[src/verilog/kwdtp_pkg.sv]
// constants, field layouts and carrier types of the keyed watchdog pair

package kwdtp_pkg;

   // ------------------------------------------------------------------
   // timing
   // ------------------------------------------------------------------
   localparam int CLK_PERIOD_NS = 100;
   localparam int US_NS = 1000;
   localparam int US_CYCLES = (US_NS + CLK_PERIOD_NS - 1) / CLK_PERIOD_NS;
   localparam int US_PER_S = 1000000;

   // ------------------------------------------------------------------
   // widths
   // ------------------------------------------------------------------
   localparam int COUNT_W = 16;
   localparam int RES_W = 4;
   localparam int PRE_W = 15;
   localparam int NUM_TIMERS = 2;

   // ------------------------------------------------------------------
   // control register layout (lane 3 holds the key)
   // ------------------------------------------------------------------
   localparam int KEY_LSB = 24;
   localparam int RUN_BIT = 23;
   localparam int ARM_BIT = 22;
   localparam int RES_LSB = 16;
   localparam int RELOAD_LSB = 0;
   localparam int BE_KEY = 3;
   localparam int BE_CFG = 2;
   localparam int BE_RLD_HI = 1;
   localparam int BE_RLD_LO = 0;
   localparam logic [3:0] BE_KEY_ONLY = 4'h8;
   localparam logic [7:0] KEY_ARM = 8'h55;
   localparam logic [7:0] KEY_COMMIT = 8'hAA;

   // register select within one timer
   localparam logic REG_CTRL = 1'b0;
   localparam logic REG_STAT = 1'b1;

   // ------------------------------------------------------------------
   // reset values
   // ------------------------------------------------------------------
   localparam logic RST_RUN = 1'b1;
   localparam logic [RES_W-1:0] RST_RES = 4'h9;
   localparam int RST_TIME0_S = 8;
   localparam int RST_TIME1_S = 16;
   localparam logic [COUNT_W-1:0] RST_RELOAD0 =
      COUNT_W'((RST_TIME0_S * US_PER_S) >> RST_RES);
   localparam logic [COUNT_W-1:0] RST_RELOAD1 =
      COUNT_W'((RST_TIME1_S * US_PER_S) >> RST_RES);

   // ------------------------------------------------------------------
   // carriers
   // ------------------------------------------------------------------
   typedef struct packed {
      logic wr;
      logic rd;
      logic sel_timer;
      logic sel_stat;
      logic [3:0] be;
      logic [31:0] wdata;
   } kwdtp_req_t;

   typedef struct packed {
      logic run;
      logic [RES_W-1:0] res;
      logic [COUNT_W-1:0] count;
   } kwdtp_load_t;

   typedef enum logic {
      KWDTP_UNARMED = 1'b0,
      KWDTP_ARMED = 1'b1
   } kwdtp_arm_t;

endpackage

[src/verilog/kwdtp_timer.sv]
// one watchdog: power-of-two prescaler and down-counter
`timescale 1ns/100ps
`default_nettype none

module kwdtp_timer #(
   parameter logic RST_RUN = kwdtp_pkg::RST_RUN,
   parameter logic [kwdtp_pkg::RES_W-1:0] RST_RES = kwdtp_pkg::RST_RES,
   parameter logic [kwdtp_pkg::COUNT_W-1:0] RST_COUNT =
      kwdtp_pkg::RST_RELOAD0
) (
   // clock and reset
   input wire logic core_clk,
   input wire logic srst,
   // base tick
   input wire logic us_tick,
   // load strobe with its values
   input wire logic load,
   input wire kwdtp_pkg::kwdtp_load_t load_val,
   // state
   output logic [kwdtp_pkg::COUNT_W-1:0] count_ff,
   output logic expired_ff
);

   logic run_ff;
   logic [kwdtp_pkg::RES_W-1:0] res_ff;
   logic [kwdtp_pkg::PRE_W-1:0] pre_ff;
   logic [kwdtp_pkg::COUNT_W-1:0] nxt_count;

   // period mask is two to the resolution, minus one
   wire [kwdtp_pkg::PRE_W-1:0] pre_last =
      kwdtp_pkg::PRE_W'((32'h1 << res_ff) - 32'h1);
   wire pre_done = (pre_ff == pre_last);
   wire at_zero = (count_ff == '0);
   // one count per full prescaler period
   wire dec = run_ff && us_tick && pre_done && !at_zero;

   // decrement unless loading; hold at zero
   assign nxt_count = load ? load_val.count :
                      dec ? count_ff - 16'h0001 : count_ff;

   // prescaler restarts on load so the first period is whole
   always_ff @(posedge core_clk) begin
      if (srst) begin
         run_ff <= RST_RUN;
         res_ff <= RST_RES;
         pre_ff <= '0;
      end else if (load) begin
         run_ff <= load_val.run;
         res_ff <= load_val.res;
         pre_ff <= '0;
      end else if (run_ff && us_tick) begin
         pre_ff <= pre_done ? '0 : pre_ff + 15'h0001;
      end
   end

   // expiry flag follows the zero count
   always_ff @(posedge core_clk) begin
      if (srst) begin
         count_ff <= RST_COUNT;
         expired_ff <= (RST_COUNT == '0);
      end else begin
         count_ff <= nxt_count;
         expired_ff <= (nxt_count == '0);
      end
   end

endmodule
`default_nettype wire

[src/verilog/kwdtp_top.sv]
// keyed watchdog timer pair: register port, arm/commit logic, two timers
`timescale 1ns/100ps
`default_nettype none

module kwdtp_top #(
   parameter int US_DIV = kwdtp_pkg::US_CYCLES
) (
   // clock and reset
   input wire logic core_clk,
   input wire logic srst,
   // register access port
   input wire kwdtp_pkg::kwdtp_req_t reg_req,
   output logic [31:0] reg_rdata_ff,
   output logic reg_rvalid_ff,
   // timer expiry outputs
   output logic [kwdtp_pkg::NUM_TIMERS-1:0] wdt_expired
);

   // ------------------------------------------------------------------
   // elaboration check
   // ------------------------------------------------------------------
   if (US_DIV < 2) begin : g_bad_div
      $error("microsecond divider must be at least 2");
   end

   localparam int NT = kwdtp_pkg::NUM_TIMERS;
   localparam int CW = kwdtp_pkg::COUNT_W;
   localparam int RW = kwdtp_pkg::RES_W;

   // ------------------------------------------------------------------
   // stored control fields, one set per timer
   // ------------------------------------------------------------------
   logic [NT-1:0] ctl_run_ff;
   logic [RW-1:0] ctl_res_ff [NT];
   logic [CW-1:0] ctl_reload_ff [NT];
   kwdtp_pkg::kwdtp_arm_t arm_ff [NT];
   logic [CW-1:0] cnt [NT];
   logic [NT-1:0] exp_ff;
   logic us_tick;

   // ------------------------------------------------------------------
   // write decode shared by both timers
   // ------------------------------------------------------------------
   wire [7:0] wr_key = reg_req.wdata[kwdtp_pkg::KEY_LSB +: 8];
   wire wr_run = reg_req.wdata[kwdtp_pkg::RUN_BIT];
   wire [RW-1:0] wr_res = reg_req.wdata[kwdtp_pkg::RES_LSB +: RW];
   wire [CW-1:0] wr_reload = reg_req.wdata[kwdtp_pkg::RELOAD_LSB +: CW];
   wire ctl_wr = reg_req.wr && (reg_req.sel_stat == kwdtp_pkg::REG_CTRL);

   // arm needs the arm key with only the key lane
   wire arm_ok = (reg_req.be == kwdtp_pkg::BE_KEY_ONLY) &&
                 (wr_key == kwdtp_pkg::KEY_ARM);
   // commit needs the key lane carrying the commit key
   wire commit_ok = reg_req.be[kwdtp_pkg::BE_KEY] &&
                    (wr_key == kwdtp_pkg::KEY_COMMIT);
   wire cfg_lane = reg_req.be[kwdtp_pkg::BE_CFG];
   wire rld_lanes = reg_req.be[kwdtp_pkg::BE_RLD_HI] &&
                    reg_req.be[kwdtp_pkg::BE_RLD_LO];

   // ------------------------------------------------------------------
   // base tick
   // ------------------------------------------------------------------
   kwdtp_us_tick #(
      .DIV(US_DIV)
   ) u_tick (
      .core_clk(core_clk),
      .srst(srst),
      .us_tick_ff(us_tick)
   );

   // ------------------------------------------------------------------
   // per-timer control logic and timer instance
   // ------------------------------------------------------------------
   // two independent timers
   for (genvar t = 0; t < NT; t++) begin : g_tmr
      // reset timeouts of 8 s and 16 s
      localparam logic [CW-1:0] RST_RLD =
         (t == 0) ? kwdtp_pkg::RST_RELOAD0 : kwdtp_pkg::RST_RELOAD1;

      wire hit = ctl_wr && (reg_req.sel_timer == 1'(t));
      wire armed = (arm_ff[t] == kwdtp_pkg::KWDTP_ARMED);
      wire commit = hit && armed && commit_ok;
      wire take_cfg = commit && cfg_lane;
      wire take_rld = take_cfg && rld_lanes;
      kwdtp_pkg::kwdtp_load_t lv;

      // stored fields, data config with old reload
      assign lv.run = take_cfg ? wr_run : ctl_run_ff[t];
      assign lv.res = take_cfg ? wr_res : ctl_res_ff[t];
      assign lv.count = take_rld ? wr_reload : ctl_reload_ff[t];

      // arm state: unarmed, armed by key, dropped by any second write
      always_ff @(posedge core_clk) begin
         if (srst) begin
            arm_ff[t] <= kwdtp_pkg::KWDTP_UNARMED;
         end else if (hit) begin
            case (arm_ff[t])
               // arming write leaves the timer alone
               kwdtp_pkg::KWDTP_UNARMED: begin
                  arm_ff[t] <= arm_ok ? kwdtp_pkg::KWDTP_ARMED :
                                        kwdtp_pkg::KWDTP_UNARMED;
               end
               default: begin
                  arm_ff[t] <= kwdtp_pkg::KWDTP_UNARMED;
               end
            endcase
         end
      end

      // stored field and reload updates on commit
      always_ff @(posedge core_clk) begin
         if (srst) begin
            ctl_run_ff[t] <= kwdtp_pkg::RST_RUN;
            ctl_res_ff[t] <= kwdtp_pkg::RST_RES;
            ctl_reload_ff[t] <= RST_RLD;
         end else begin
            if (take_cfg) begin
               ctl_run_ff[t] <= wr_run;
               ctl_res_ff[t] <= wr_res;
            end
            // reload taken only with all lanes
            if (take_rld) begin
               ctl_reload_ff[t] <= wr_reload;
            end
         end
      end

      kwdtp_timer #(
         .RST_RUN(kwdtp_pkg::RST_RUN),
         .RST_RES(kwdtp_pkg::RST_RES),
         .RST_COUNT(RST_RLD)
      ) u_timer (
         .core_clk(core_clk),
         .srst(srst),
         .us_tick(us_tick),
         .load(commit),
         .load_val(lv),
         .count_ff(cnt[t]),
         .expired_ff(exp_ff[t])
      );
   end

   assign wdt_expired = exp_ff;

   // ------------------------------------------------------------------
   // read path
   // ------------------------------------------------------------------
   // read data registered, one cycle after the strobe
   wire rsel = reg_req.sel_timer;
   wire [31:0] ctl_word = {8'h00,
                           ctl_run_ff[rsel],
                           (arm_ff[rsel] == kwdtp_pkg::KWDTP_ARMED),
                           2'b00,
                           ctl_res_ff[rsel],
                           ctl_reload_ff[rsel]};
   wire [31:0] stat_word = {16'h0000, cnt[rsel]};
   wire [31:0] rd_word = (reg_req.sel_stat == kwdtp_pkg::REG_STAT) ?
                         stat_word : ctl_word;

   always_ff @(posedge core_clk) begin
      if (srst) begin
         reg_rdata_ff <= 32'h00000000;
         reg_rvalid_ff <= 1'b0;
      end else begin
         reg_rvalid_ff <= reg_req.rd;
         if (reg_req.rd) begin
            reg_rdata_ff <= rd_word;
         end
      end
   end

endmodule
`default_nettype wire

[src/verilog/kwdtp_us_tick.sv]
// fixed divider making the one-microsecond base tick
`timescale 1ns/100ps
`default_nettype none

module kwdtp_us_tick #(
   parameter int DIV = kwdtp_pkg::US_CYCLES
) (
   // clock and reset
   input wire logic core_clk,
   input wire logic srst,
   // base tick, one cycle every DIV clocks
   output logic us_tick_ff
);

   // elaboration check: the 16-bit counter bounds the divider from above
   if (DIV < 2 || DIV > 65536) begin : g_bad_div
      $error("divider must be 2 to 65536");
   end

   logic [15:0] div_ff;
   wire div_end = (div_ff == 16'(DIV - 1));

   always_ff @(posedge core_clk) begin
      if (srst) begin
         div_ff <= 16'h0000;
         us_tick_ff <= 1'b0;
      end else begin
         div_ff <= div_end ? 16'h0000 : div_ff + 16'h0001;
         us_tick_ff <= div_end;
      end
   end

endmodule
`default_nettype wire
[config.mk]
export PLATFORM = sky130hd
export DESIGN_NAME = kwdtp_top
export DESIGN_NICKNAME = d
export VERILOG_FILES = /design/src/verilog/kwdtp_pkg.sv /design/src/verilog/kwdtp_timer.sv /design/src/verilog/kwdtp_top.sv /design/src/verilog/kwdtp_us_tick.sv
export SDC_FILE = /design/constraint.sdc
export NUM_CORES = 1
export LEC_CHECK = 0
export BUFFER_PORTS_ARGS = -buffer_cell sky130_fd_sc_hd__buf_2
export CORE_UTILIZATION = 61
export DETAILED_ROUTE_END_ITERATION = 7
export PLACE_DENSITY = 0.81
export SLEW_MARGIN = 10
export SYNTH_ARGS = -nofsm -noshare
export SYNTH_HDL_FRONTEND = slang
export SYNTH_SLANG_ARGS = --single-unit
[constraint.sdc]
create_clock -name core_clk -period 4.5 [get_ports core_clk]
set_input_delay 0.225 -clock core_clk [delete_from_list [all_inputs] [get_ports core_clk]]
set_output_delay 0.225 -clock core_clk [all_outputs]
set_load 0.05 [all_outputs]
==> out/metrics.yaml, run 1 <==
sta:
  peak_clock_frequency_supported_by_timing_ghz: 0.242
  period_share: 0.916
  fin_crit_ns: 4.12
  hold_violations_final: 0
  setup_total_negative_slack_ns: 0
  setup-violations-final: 0
  fin_skew_ns: 0.0109
  worstMarginPinSlew_ns: 0.932
  final_max_slew_viol_count: 0
  unrepaired_setup_endpoints_after_global_routing: "false"
  slew_headroom: 0.377
  whs_ns: 0.0788
place:
  portBuffers: 63
  place_inst: 1255
  hpwl_detailed_um: 15900
  routabilityCongestion: 0.914
clock_network:
  postCtsSetupRepairBufs: 0
  tritoncts: "built"
  clock_latency_ns: 0.43
  number_of_clock_buffers_inserted_by_tritoncts: 17
  clockBufferDepth: 2
  number_of_h_tree_branching_levels: 4
  cts.clk_slew.worst_paths_ns: 0.07
  clock_sink_count: 158
  cts_hold_buf: 0
  cts_resized: 0
  ctsRootBufferMaster: "clkbuf_16"
route:
  viasPerCell: 6.16
  postRouteAntennaNets: 0
  route.vias.total: 7925
  drt-pass1-iter-count: 5
  postRouteWirelength_um: 23100
  drc: 0
  dr_wl_cell_um: 18.0
  first_iter_violations: 845
floorplan:
  start_util: 0.625
  row_count: 44
  die_width_um: 124
  io_pins: 77
  chipHeight_um: 124
  dieArea_um2: 15400
  floorplan.core_area_um2: 14500
synth:
  synth_area_um2: 9080
  number_of_warnings_issued_by_yosys: 0
  synth_edf_count: 38
  syn_avg_cell_area_um2: 8.64
  yosys_most_used_dff: "dfxtp_1"
  synthesis.instances: 1051
  synthDistinctLibCells: 76
  ys_ff_latch: 158
  synth_sequential_area_ratio: 0.390
  synth-async-reset-ratio: 0
grt:
  groute.usage.overall: 0.310
  grt_max_degree: 52
  grt.overflow.total: 0
  grt_pass1_vias: 7273
  number_of_antenna_violations_at_the_first_check_in_global_routing: 0
  grt_first_pass_wirelength_um: 36500
worst_setup_path:
  worstReg2RegEnd: "g_tmr[1].u_timer.expired_ff"
  critPathRequiredTime_ns: 4.88
  cp_data_arrival_time_ns: 4.50
  reg2reg_from: "g_tmr[1].u_timer.res_ff[0]"
  ff2ff_setup_slack_ns: 0.38
  crit_type: "reg -> reg"
  timing.critical_path.from_type: "flop"
  reg2regPathDepth: 12
  worst-path-max-fanout: 18
  endpoint_kind: "flop"
run_status:
  run_status: "finished, final reports clean"
cells_and_area:
  nNetsFinal: 1142
  num_antenna_cells: 0
  layoutNonFillerInstCount: 1287
  layout.cells.most_common: "nor2_1"
  final_cell_mix: "nor2_1 (130), dfxtp_1 (120), nand2_1 (82), buf_2 (63), a21oi_1 (56)"
  area_delta_synth_final_pct: 11.2
  fraction_of_final_layout_cells_sized_beyond_drive_strength_1: 0.148
hold_path:
  type_of_the_worst_min_delay_path: "in -> reg"
  worst_hold_startpoint: "reg_req[3]"
  worstHoldEndpoint: "ctl_reload_ff[0][3]"
  hold_depth: 2
job:
  maxCapViolations: 0
pwr:
  ir_worst_vdd_mv: 0.278
  power_density_nw_per_um2: 315
  power.static_leakage_nw: 3.77
-- flip-flops by register name, summed over array words and instances, names as in the netlist, 8 cells and up --
register                cells
ctl_reload_ff              32
g_tmr.u_timer.res_ff        8
u_tick.div_ff              16
g_tmr.u_timer.pre_ff       30
g_tmr.u_timer.count_ff     32
ctl_res_ff                  8
reg_rdata_ff               22
-- worst max-delay path, cell delays in order (launching register included) --
cell and delay [ns]:
dfxtp_1 0.66, nand2b_1 0.20, ha_1 0.47, or3b_2 0.22, a221oi_1 0.07, o41ai_1 0.50
nand4_1 0.28, nor4_4 0.74, mux2_4 0.27, nor2_1 0.05, nand3b_1 0.18, nor4_1 0.21
and4bb_1 0.20
-- report_power, final --
group	leakage, nW	switching, W	internal (W)
logic	2.17	0.000151	0.0000660
registers	1.31	0.0000120	0.00147
clock network	0.287	0.000595	0.000886
-- synthesized netlist by cell type, drive strengths merged, types with 18 or more instances --
master	number	area (um^2)
buf	29	174
edfxtp	38	1140
and2	41	257
nor3	21	115
and3	18	113
nor2b	24	150
nand2b	33	206
nand2	82	308
xnor2	33	289
dfxtp	120	2400
o21ai	30	150
clkbuf	47	176
xor2	36	315
nand4	23	144
mux2i	36	360
nor2	130	488
a21oi	56	280
nand3	53	265
-- metrics by stage --
step | worst slack, ns | power (W) | util | cell area [um^2]
finish | 0.376 | 0.00318 | 0.695 | 10100
CTS | 0.449 | 0.00319 | 0.695 | 10100
detailed placement | 0.510 | 0.00173 | 0.653 | 9500
floorplan | 0.643 | 0.00167 | - | 9120
global placement | 0.552 | 0.00173 | 0.653 | 9500
global route | 0.0303 | 0.00326 | 0.695 | 10100
-- layout make-up --
class	count	area (um^2)
Sequential cell	158	3540
Fill cell	1167	4430
Tap cell	184	230
Clock buffer	18	439
Timing Repair Buffer	87	495
Inverter	17	63.8
Multi-Input combinational cell	809	5160
Clock inverter	14	168
-- worst max path at each step --
| stage | endpoint | start | slack, ns | cells after the start |
|---|---|---|---|---|
| floorplan | g_tmr[0].u_timer.expired_ff | g_tmr[0].u_timer.res_ff[1] | 0.64 | 15 |
| global placement | g_tmr[1].u_timer.expired_ff | g_tmr[1].u_timer.res_ff[0] | 0.55 | 12 |
| detailed placement | g_tmr[1].u_timer.expired_ff | g_tmr[1].u_timer.res_ff[0] | 0.51 | 12 |
| CTS | g_tmr[1].u_timer.expired_ff | g_tmr[1].u_timer.res_ff[0] | 0.45 | 12 |
| global route | g_tmr[1].u_timer.expired_ff | g_tmr[1].u_timer.res_ff[0] | 0.03 | 12 |
| finish | g_tmr[1].u_timer.expired_ff | g_tmr[1].u_timer.res_ff[0] | 0.38 | 12 |
-- cell families after synthesis --
family | synth area share
AO/OA/AOI/OAI | 0.113
XOR/XNOR | 0.0665
adder cells (fa/ha/maj) | 0.0138
buffers and inverters | 0.0456
flip-flops | 0.390
multiplexers | 0.0785
other | 0.000413
AND/OR/NAND/NOR | 0.292
-- per-layer routing --
layer	global-route usage	share of wire
met4	0.119	0.029
met1	0.420	0.42
met5	0	0
met3	0.0476	0.081
met2	0.497	0.47
Power figures use the tool's default switching activity.
==> run 2, diff against run 1 <==
Settings changed: CORE_UTILIZATION 61 to 60, PLACE_DENSITY 0.81 to 0.8.
==> run 2 against run 1 <==
  * Global-route usage down 0.52 points
  * Clock skew down 0.0038 ns
  * Combinational power about the same
  * Largest power group unchanged
  * Via count down 0.86%
  * Utilization down 0.80 points
  * Die area up 1.6%
  * The run now ends with DRC left
  * Final cell count down 0.31%
  * Highest routed layer unchanged
  * First-iteration DRC count up 3.6%
==> out/metrics.yaml, run 2 (synthesis gave the netlist of run 1 again) <==
hold_path:
  worstHoldEndpoint: "ctl_reload_ff[1][1]"  # was ctl_reload_ff[0][3]
  hold_depth: 2  # unchanged
  type_of_the_worst_min_delay_path: "in -> reg"  # unchanged
  worst_hold_startpoint: "reg_req[1]"  # was reg_req[3]
cells_and_area:
  layout.filler_cells: 1181  # was 1167
  layout.core_utilization: 0.687  # was 0.695
  fraction_of_final_layout_cells_sized_beyond_drive_strength_1: 0.145  # was 0.148
  nNetsFinal: 1138  # was 1142
  num_antenna_cells: 0  # unchanged
  layout.cells.most_common: "nor2_1"  # unchanged
  reg.largest.list: "ctl_reload_ff: 32 flops, g_tmr.u_timer.count_ff: 32 flops, g_tmr.u_timer.pre_ff: 30 flops"  # unchanged
  final_cell_mix: "nor2_1 (130), dfxtp_1 (120), nand2_1 (82), buf_2 (63), a21oi_1 (56)"  # unchanged
  area_delta_synth_final_pct: 10.8  # was 11.2%
sta:
  final_max_slew_viol_count: 0  # unchanged
  fin_crit_ns: 3.90  # was 4.12 ns
  unrepaired_setup_endpoints_after_global_routing: "false"  # unchanged
  worstMarginPinSlew_ns: 0.934  # was 0.932 ns
  setup_total_negative_slack_ns: 0  # unchanged
  peak_clock_frequency_supported_by_timing_ghz: 0.257  # was 0.242 GHz
  fin_skew_ns: 0.00709  # was 0.0109 ns
  setup-violations-final: 0  # unchanged
  hold_violations_final: 0  # unchanged
  whs_ns: 0.0657  # was 0.0788 ns
  period_share: 0.866  # was 0.916
  slew_headroom: 0.368  # was 0.377
pwr:
  power.static_leakage_nw: 3.75  # was 3.77 nW
  total_power_w: 0.00314  # was 0.00318 W
  power_density_nw_per_um2: 312  # was 315 nW/um^2
  ir_worst_vdd_mv: 0.234  # was 0.278 mV
floorplan:
  floorplan.core_area_um2: 14600  # was 14500 um^2
  start_util: 0.620  # was 0.625
  chipHeight_um: 125  # was 124 um
  io_pins: 77  # unchanged
  row_count: 44  # unchanged
  die_width_um: 125  # was 124 um
  dieArea_um2: 15600  # was 15400 um^2
worst_setup_path:
  largest_incremental_delay_on_the_critical_path_ns: 0.54  # was 0.74 ns
  ff2ff_setup_slack_ns: 0.60  # was 0.38 ns
  cp_data_arrival_time_ns: 4.23  # was 4.50 ns
  crit_path_frequent_cell: "xor2_1"
  worstReg2RegEnd: "g_tmr[0].u_timer.expired_ff"  # was g_tmr[1].u_timer.expired_ff
  crit_path_leading_delay_family: "simple AND/OR/NAND/NOR gates"  # unchanged
  reg2reg_from: "g_tmr[0].u_timer.res_ff[3]"  # was g_tmr[1].u_timer.res_ff[0]
  reg2regPathDepth: 14  # was 12
  standard_cell_with_the_maximum_stage_delay_on_the_critical_path: "or4_1"  # was nor4_4
  worst-path-max-fanout: 16  # was 18
  timing.critical_path.from_type: "flop"  # unchanged
  crit_type: "reg -> reg"  # unchanged
  timing.critical_path.buf_inv: 1  # was 0
  endpoint_kind: "flop"  # unchanged
  critPathRequiredTime_ns: 4.83  # was 4.88 ns
  worstPathCellList: "nor2_1 > nand3b_1 > ha_1 > xor2_1 > o32ai_1 > xnor2_1 > nand4_1 > nor4_2 > buf_4 > nand3_1 > xor2_1 > a21oi_1 > or4_1 > nor4_1"  # was nand2b_1 > ha_1 > or3b_2 > a221oi_1 > o41ai_1 > nand4_1 > nor4_4 > mux2_4 > nor2_1 > nand3b_1 > nor4_1 > and4bb_1
clock_network:
  clockBufferDepth: 2  # unchanged
  number_of_h_tree_branching_levels: 4  # unchanged
  tritoncts: "built"  # unchanged
  cts.clk_slew.worst_paths_ns: 0.06  # was 0.07 ns
  number_of_clock_buffers_inserted_by_tritoncts: 17  # unchanged
  cts_resized: 0  # unchanged
  postCtsSetupRepairBufs: 0  # unchanged
  cts_hold_buf: 0  # unchanged
  clock_sink_count: 158  # unchanged
  clock_latency_ns: 0.44  # was 0.43 ns
  ctsRootBufferMaster: "clkbuf_16"  # unchanged
run_status:
  run_status: "finished with violations"  # was finished, final reports clean
  violations: "DRC"
route:
  first_iter_violations: 875  # was 845
  route.vias.total: 7857  # was 7925
  drt-pass1-iter-count: 8  # was 5
  postRouteAntennaNets: 0  # unchanged
  drc: 14  # was 0
  viasPerCell: 6.12  # was 6.16
  dr_wl_cell_um: 17.9  # was 18.0 um
  postRouteWirelength_um: 23000  # was 23100 um
place:
  portBuffers: 63  # unchanged
  routabilityCongestion: 0.953  # was 0.914
  hpwl_detailed_um: 15700  # was 15900 um
job:
  maxCapViolations: 0  # unchanged
grt:
  global_route.usage.met2: 0.475  # was 0.497
  grt_max_degree: 52  # unchanged
  grt_pass1_vias: 7361  # was 7273
  grt.busiest_layer: "met2"  # unchanged
  grt_util_met3: 0.0620  # was 0.0476
  grt_first_pass_wirelength_um: 37600  # was 36500 um
  global_route.usage.met1: 0.408  # was 0.420
  grt.overflow.total: 0  # unchanged
  groute.usage.overall: 0.305  # was 0.310
  number_of_antenna_violations_at_the_first_check_in_global_routing: 0  # unchanged
-- run 2: through the flow --
| stage | worst slack [ns] | cells | area (um^2) |
|---|---|---|---|
| 3_5_place_dp | 0.699 | 1251 | 9470 |
| 4_1_cts | 0.633 | 1283 | 10100 |
| 3_3_place_gp | 0.773 | 1251 | 9470 |
| 6_report | 0.603 | 1283 | 10100 |
| 5_1_grt | 0.320 | 1283 | 10100 |
| 2_1_floorplan | 0.643 | 1060 | 9120 |
-- run 2: power breakdown --
part	leakage (nW)	total [W]	internal, W	switching (W)
registers	1.31	0.00148	0.00147	0.0000128
clock network	0.298	0.00144	0.000844	0.000594
logic	2.15	0.000216	0.0000659	0.000151
total	3.75	0.00314	0.00238	0.000758
-- run 2: how the worst max path moves through the flow --
stage          cells after the start                  startpoint                          end  slack (ns)
4_1_cts                           13  g_tmr[1].u_timer.res_ff[2]  g_tmr[1].u_timer.expired_ff        0.63
6_report                          14  g_tmr[0].u_timer.res_ff[3]  g_tmr[0].u_timer.expired_ff        0.60
3_5_place_dp                      13  g_tmr[1].u_timer.res_ff[2]  g_tmr[1].u_timer.expired_ff        0.70
5_1_grt                           13  g_tmr[1].u_timer.res_ff[2]  g_tmr[1].u_timer.expired_ff        0.32
2_1_floorplan                     15  g_tmr[0].u_timer.res_ff[1]  g_tmr[0].u_timer.expired_ff        0.64
3_3_place_gp                      13  g_tmr[1].u_timer.res_ff[2]  g_tmr[1].u_timer.expired_ff        0.77
-- run 2: cell type report --
type | instances | area (um^2) | share of cell area
multi-input combinational | 809 | 5160 | 0.513
sequential | 158 | 3540 | 0.352
clock buffer | 21 | 493 | 0.0490
timing repair buffer | 83 | 465 | 0.0463
tap | 184 | 230 | 0.0229
clock inverter | 11 | 103 | 0.0102
inverter | 17 | 63.8 | 0.00634
-- run 2: metal layers --
layer | share of wire | wire [um]
met1 | 0.44 | 10200
met2 | 0.45 | 10400
met3 | 0.068 | 1560
met4 | 0.034 | 774
met5 | 0 | 0
==> run 3, diff against run 2 <==
Clock period 4.5 ns to 3.9 ns, I/O delays scaled along.
==> run 3 against run 2 <==
  * The flow still finishes with violations (DRC)
  * Die area is the same
  * Clock power grew 11%
  * Total power grew 14%
  * Cell area grew 1.2%
  * Critical path depth is the same
  * Register-to-register slack lost 0.34 ns
  * Critical endpoint unchanged
==> out/metrics.yaml, run 3 (synthesis gave the netlist of run 1 again) <==
run_status:
  run_status: "finished with violations"  # unchanged
  violations: "DRC"  # unchanged
clock_network:
  cts.clk_slew.worst_paths_ns: 0.06  # about the same
  cts_hold_buf: 0  # unchanged
  ctsRootBufferMaster: "clkbuf_16"  # unchanged
  number_of_clock_buffers_inserted_by_tritoncts: 17  # unchanged
  clockBufferDepth: 2  # unchanged
  number_of_h_tree_branching_levels: 4  # unchanged
  tritoncts: "built"  # unchanged
  clock_latency_ns: 0.43  # was 0.44 ns
  clock_sink_count: 158  # unchanged
cells_and_area:
  final_cell_mix: "nor2_1 (130), dfxtp_1 (120), nand2_1 (82), buf_2 (63), a21oi_1 (56)"  # unchanged
  reg.largest.list: "ctl_reload_ff: 32 flops, g_tmr.u_timer.count_ff: 32 flops, g_tmr.u_timer.pre_ff: 30 flops"  # unchanged
  nNetsFinal: 1152  # was 1138
  area_delta_synth_final_pct: 12.1  # was 10.8%
  layout.cells.most_common: "nor2_1"  # unchanged
  fraction_of_final_layout_cells_sized_beyond_drive_strength_1: 0.155  # was 0.145
  num_antenna_cells: 0  # unchanged
  layoutNonFillerInstCount: 1297  # was 1283
  layout.core_utilization: 0.695  # was 0.687
pwr:
  netSwitchingFraction: 0.239  # was 0.241
  ir_worst_vdd_mv: 0.311  # was 0.234 mV
  pwr-share-clk: 0.449  # was 0.458
  combinationalPowerShare: 0.071  # was 0.069
  internal_power_w: 0.00271  # was 0.00238 W
  power_density_nw_per_um2: 350  # was 312 nW/um^2
  seqPwrFrac: 0.481  # was 0.473
  power.static_leakage_nw: 3.82  # was 3.75 nW
  power.net_switching_w: 0.000851  # was 0.000758 W
grt:
  global_route.usage.met2: 0.488  # was 0.475
  grt_first_pass_wirelength_um: 38300  # was 37600 um
  number_of_antenna_violations_at_the_first_check_in_global_routing: 0  # unchanged
  global_route.usage.met1: 0.420  # was 0.408
  groute.usage.overall: 0.310  # was 0.305
  grt_pass1_vias: 7516  # was 7361
  grt.busiest_layer: "met2"  # unchanged
  grt_util_met3: 0.0599  # was 0.0620
  grt.overflow.total: 0  # unchanged
  grt_max_degree: 52  # unchanged
job:
  maxCapViolations: 0  # unchanged
sta:
  hold_violations_final: 0  # unchanged
  worstMarginPinSlew_ns: 0.904  # was 0.934 ns
  peak_clock_frequency_supported_by_timing_ghz: 0.275  # was 0.257 GHz
  setup-violations-final: 0  # unchanged
  final_max_slew_viol_count: 0  # unchanged
  period_share: 0.933  # was 0.866
  fin_skew_ns: 0.0114  # was 0.00709 ns
  fin_crit_ns: 3.64  # was 3.90 ns
  setup_total_negative_slack_ns: 0  # unchanged
  slew_headroom: 0.397  # was 0.368
place:
  portBuffers: 63  # unchanged
  hpwl_detailed_um: 16200  # was 15700 um
  place_inst: 1261  # was 1251
  routabilityCongestion: 0.919  # was 0.953
worst_setup_path:
  worst-path-max-fanout: 11  # was 16
  timing.critical_path.buf_inv: 2  # was 1
  crit_path_leading_delay_family: "simple AND/OR/NAND/NOR gates"  # unchanged
  largest_incremental_delay_on_the_critical_path_ns: 0.53  # was 0.54 ns
  worstPathCellList: "or4_1 > ha_2 > xor2_1 > o32ai_1 > xnor2_1 > nand4_1 > nor4_4 > buf_6 > buf_4 > nand3_1 > xor2_1 > mux2i_1 > or4_1 > nor4_2"  # was nor2_1 > nand3b_1 > ha_1 > xor2_1 > o32ai_1 > xnor2_1 > nand4_1 > nor4_2 > buf_4 > nand3_1 > xor2_1 > a21oi_1 > or4_1 > nor4_1
  crit_type: "reg -> reg"  # unchanged
  critPathRequiredTime_ns: 4.24  # was 4.83 ns
  endpoint_kind: "flop"  # unchanged
  timing.critical_path.from_type: "flop"  # unchanged
  cp_data_arrival_time_ns: 3.98  # was 4.23 ns
  standard_cell_with_the_maximum_stage_delay_on_the_critical_path: "or4_1"  # unchanged
hold_path:
  type_of_the_worst_min_delay_path: "in -> reg"  # unchanged
floorplan:
  row_count: 44  # unchanged
  floorplan.core_area_um2: 14600  # unchanged
  io_pins: 77  # unchanged
  die_width_um: 125  # unchanged
  start_util: 0.620  # unchanged
  dieArea_um2: 15600  # unchanged
  chipHeight_um: 125  # unchanged
route:
  viasPerCell: 6.11  # was 6.12
  drc: 14  # unchanged
  postRouteAntennaNets: 0  # unchanged
  first_iter_violations: 801  # was 875
  dr_wl_cell_um: 18.1  # was 17.9 um
  route.vias.total: 7925  # was 7857
  postRouteWirelength_um: 23500  # was 23000 um
  drt-pass1-iter-count: 7  # was 8
## run 3: changes by cell type in the layout (fill, tap and decap cells not counted), moves of 2 or more
| cell | previous run | this run |
|---|---|---|
| buf_4 | 20 | 31 |
| buf_6 | 0 | 2 |
| clkbuf_1 | 1 | 4 |
| clkbuf_16 | 19 | 17 |
| clkinv_1 | 0 | 2 |
| clkinv_4 | 4 | 2 |
## run 3: stage by stage
step | area, um^2 | power, W | hold WS, ns | setup WS (ns)
after floorplan | 9120 | 0.00192 | 0.341 | 0.0425
after global placement | 9550 | 0.00199 | 0.444 | 0.188
after detailed placement | 9550 | 0.00200 | 0.447 | 0.159
after CTS | 10100 | 0.00357 | 0.0428 | 0.128
after global routing | 10200 | 0.00366 | 0.0572 | -0.00107
final | 10200 | 0.00356 | 0.0491 | 0.262
## run 3: worst paths after layout
| path | start | end | slack (ns) | cells after the start |
|---|---|---|---|---|
| worst max-delay path | g_tmr[0].u_timer.res_ff[0] | g_tmr[0].u_timer.expired_ff | 0.26 | 14 |
| worst min-delay path | reg_req[12] | ctl_reload_ff[0][12] | 0.05 | 2 |
| worst max register to register | g_tmr[0].u_timer.res_ff[0] | g_tmr[0].u_timer.expired_ff | 0.26 | 14 |
| worst min register to register | g_tmr[0].u_timer.run_ff | g_tmr[0].u_timer.run_ff | 0.46 | 2 |
## run 3: cell type report
| cell class | count | area, um^2 |
|---|---|---|
| Sequential cell | 158 | 3540 |
| Timing Repair Buffer | 97 | 591 |
| Inverter | 17 | 63.8 |
| Multi-Input combinational cell | 809 | 5190 |
| Tap cell | 184 | 230 |
| Clock buffer | 21 | 440 |
| Fill cell | 1150 | 4460 |
| Clock inverter | 11 | 116 |
## run 3: routing by layer
layer	routed length, um	vias to the layer above
li1	-	3790
met1	10200	3732
met2	10800	351
met3	1770	52
met4	686	0
met5	0	-
## run 3: repair_timing
item,CTS,global route
gates resized for setup,0,8
buffers inserted,0,4
endpoints found under the setup margin,0,2
## run 3: power groups by stage
stage | sequential, W | clock [W] | combinational, W
after floorplan | 0.00179 | 0 | 0.000136
after global placement | 0.00175 | 0 | 0.000246
after detailed placement | 0.00175 | 0 | 0.000249
after CTS | 0.00171 | 0.00161 | 0.000250
after global routing | 0.00171 | 0.00167 | 0.000266
final | 0.00171 | 0.00160 | 0.000253
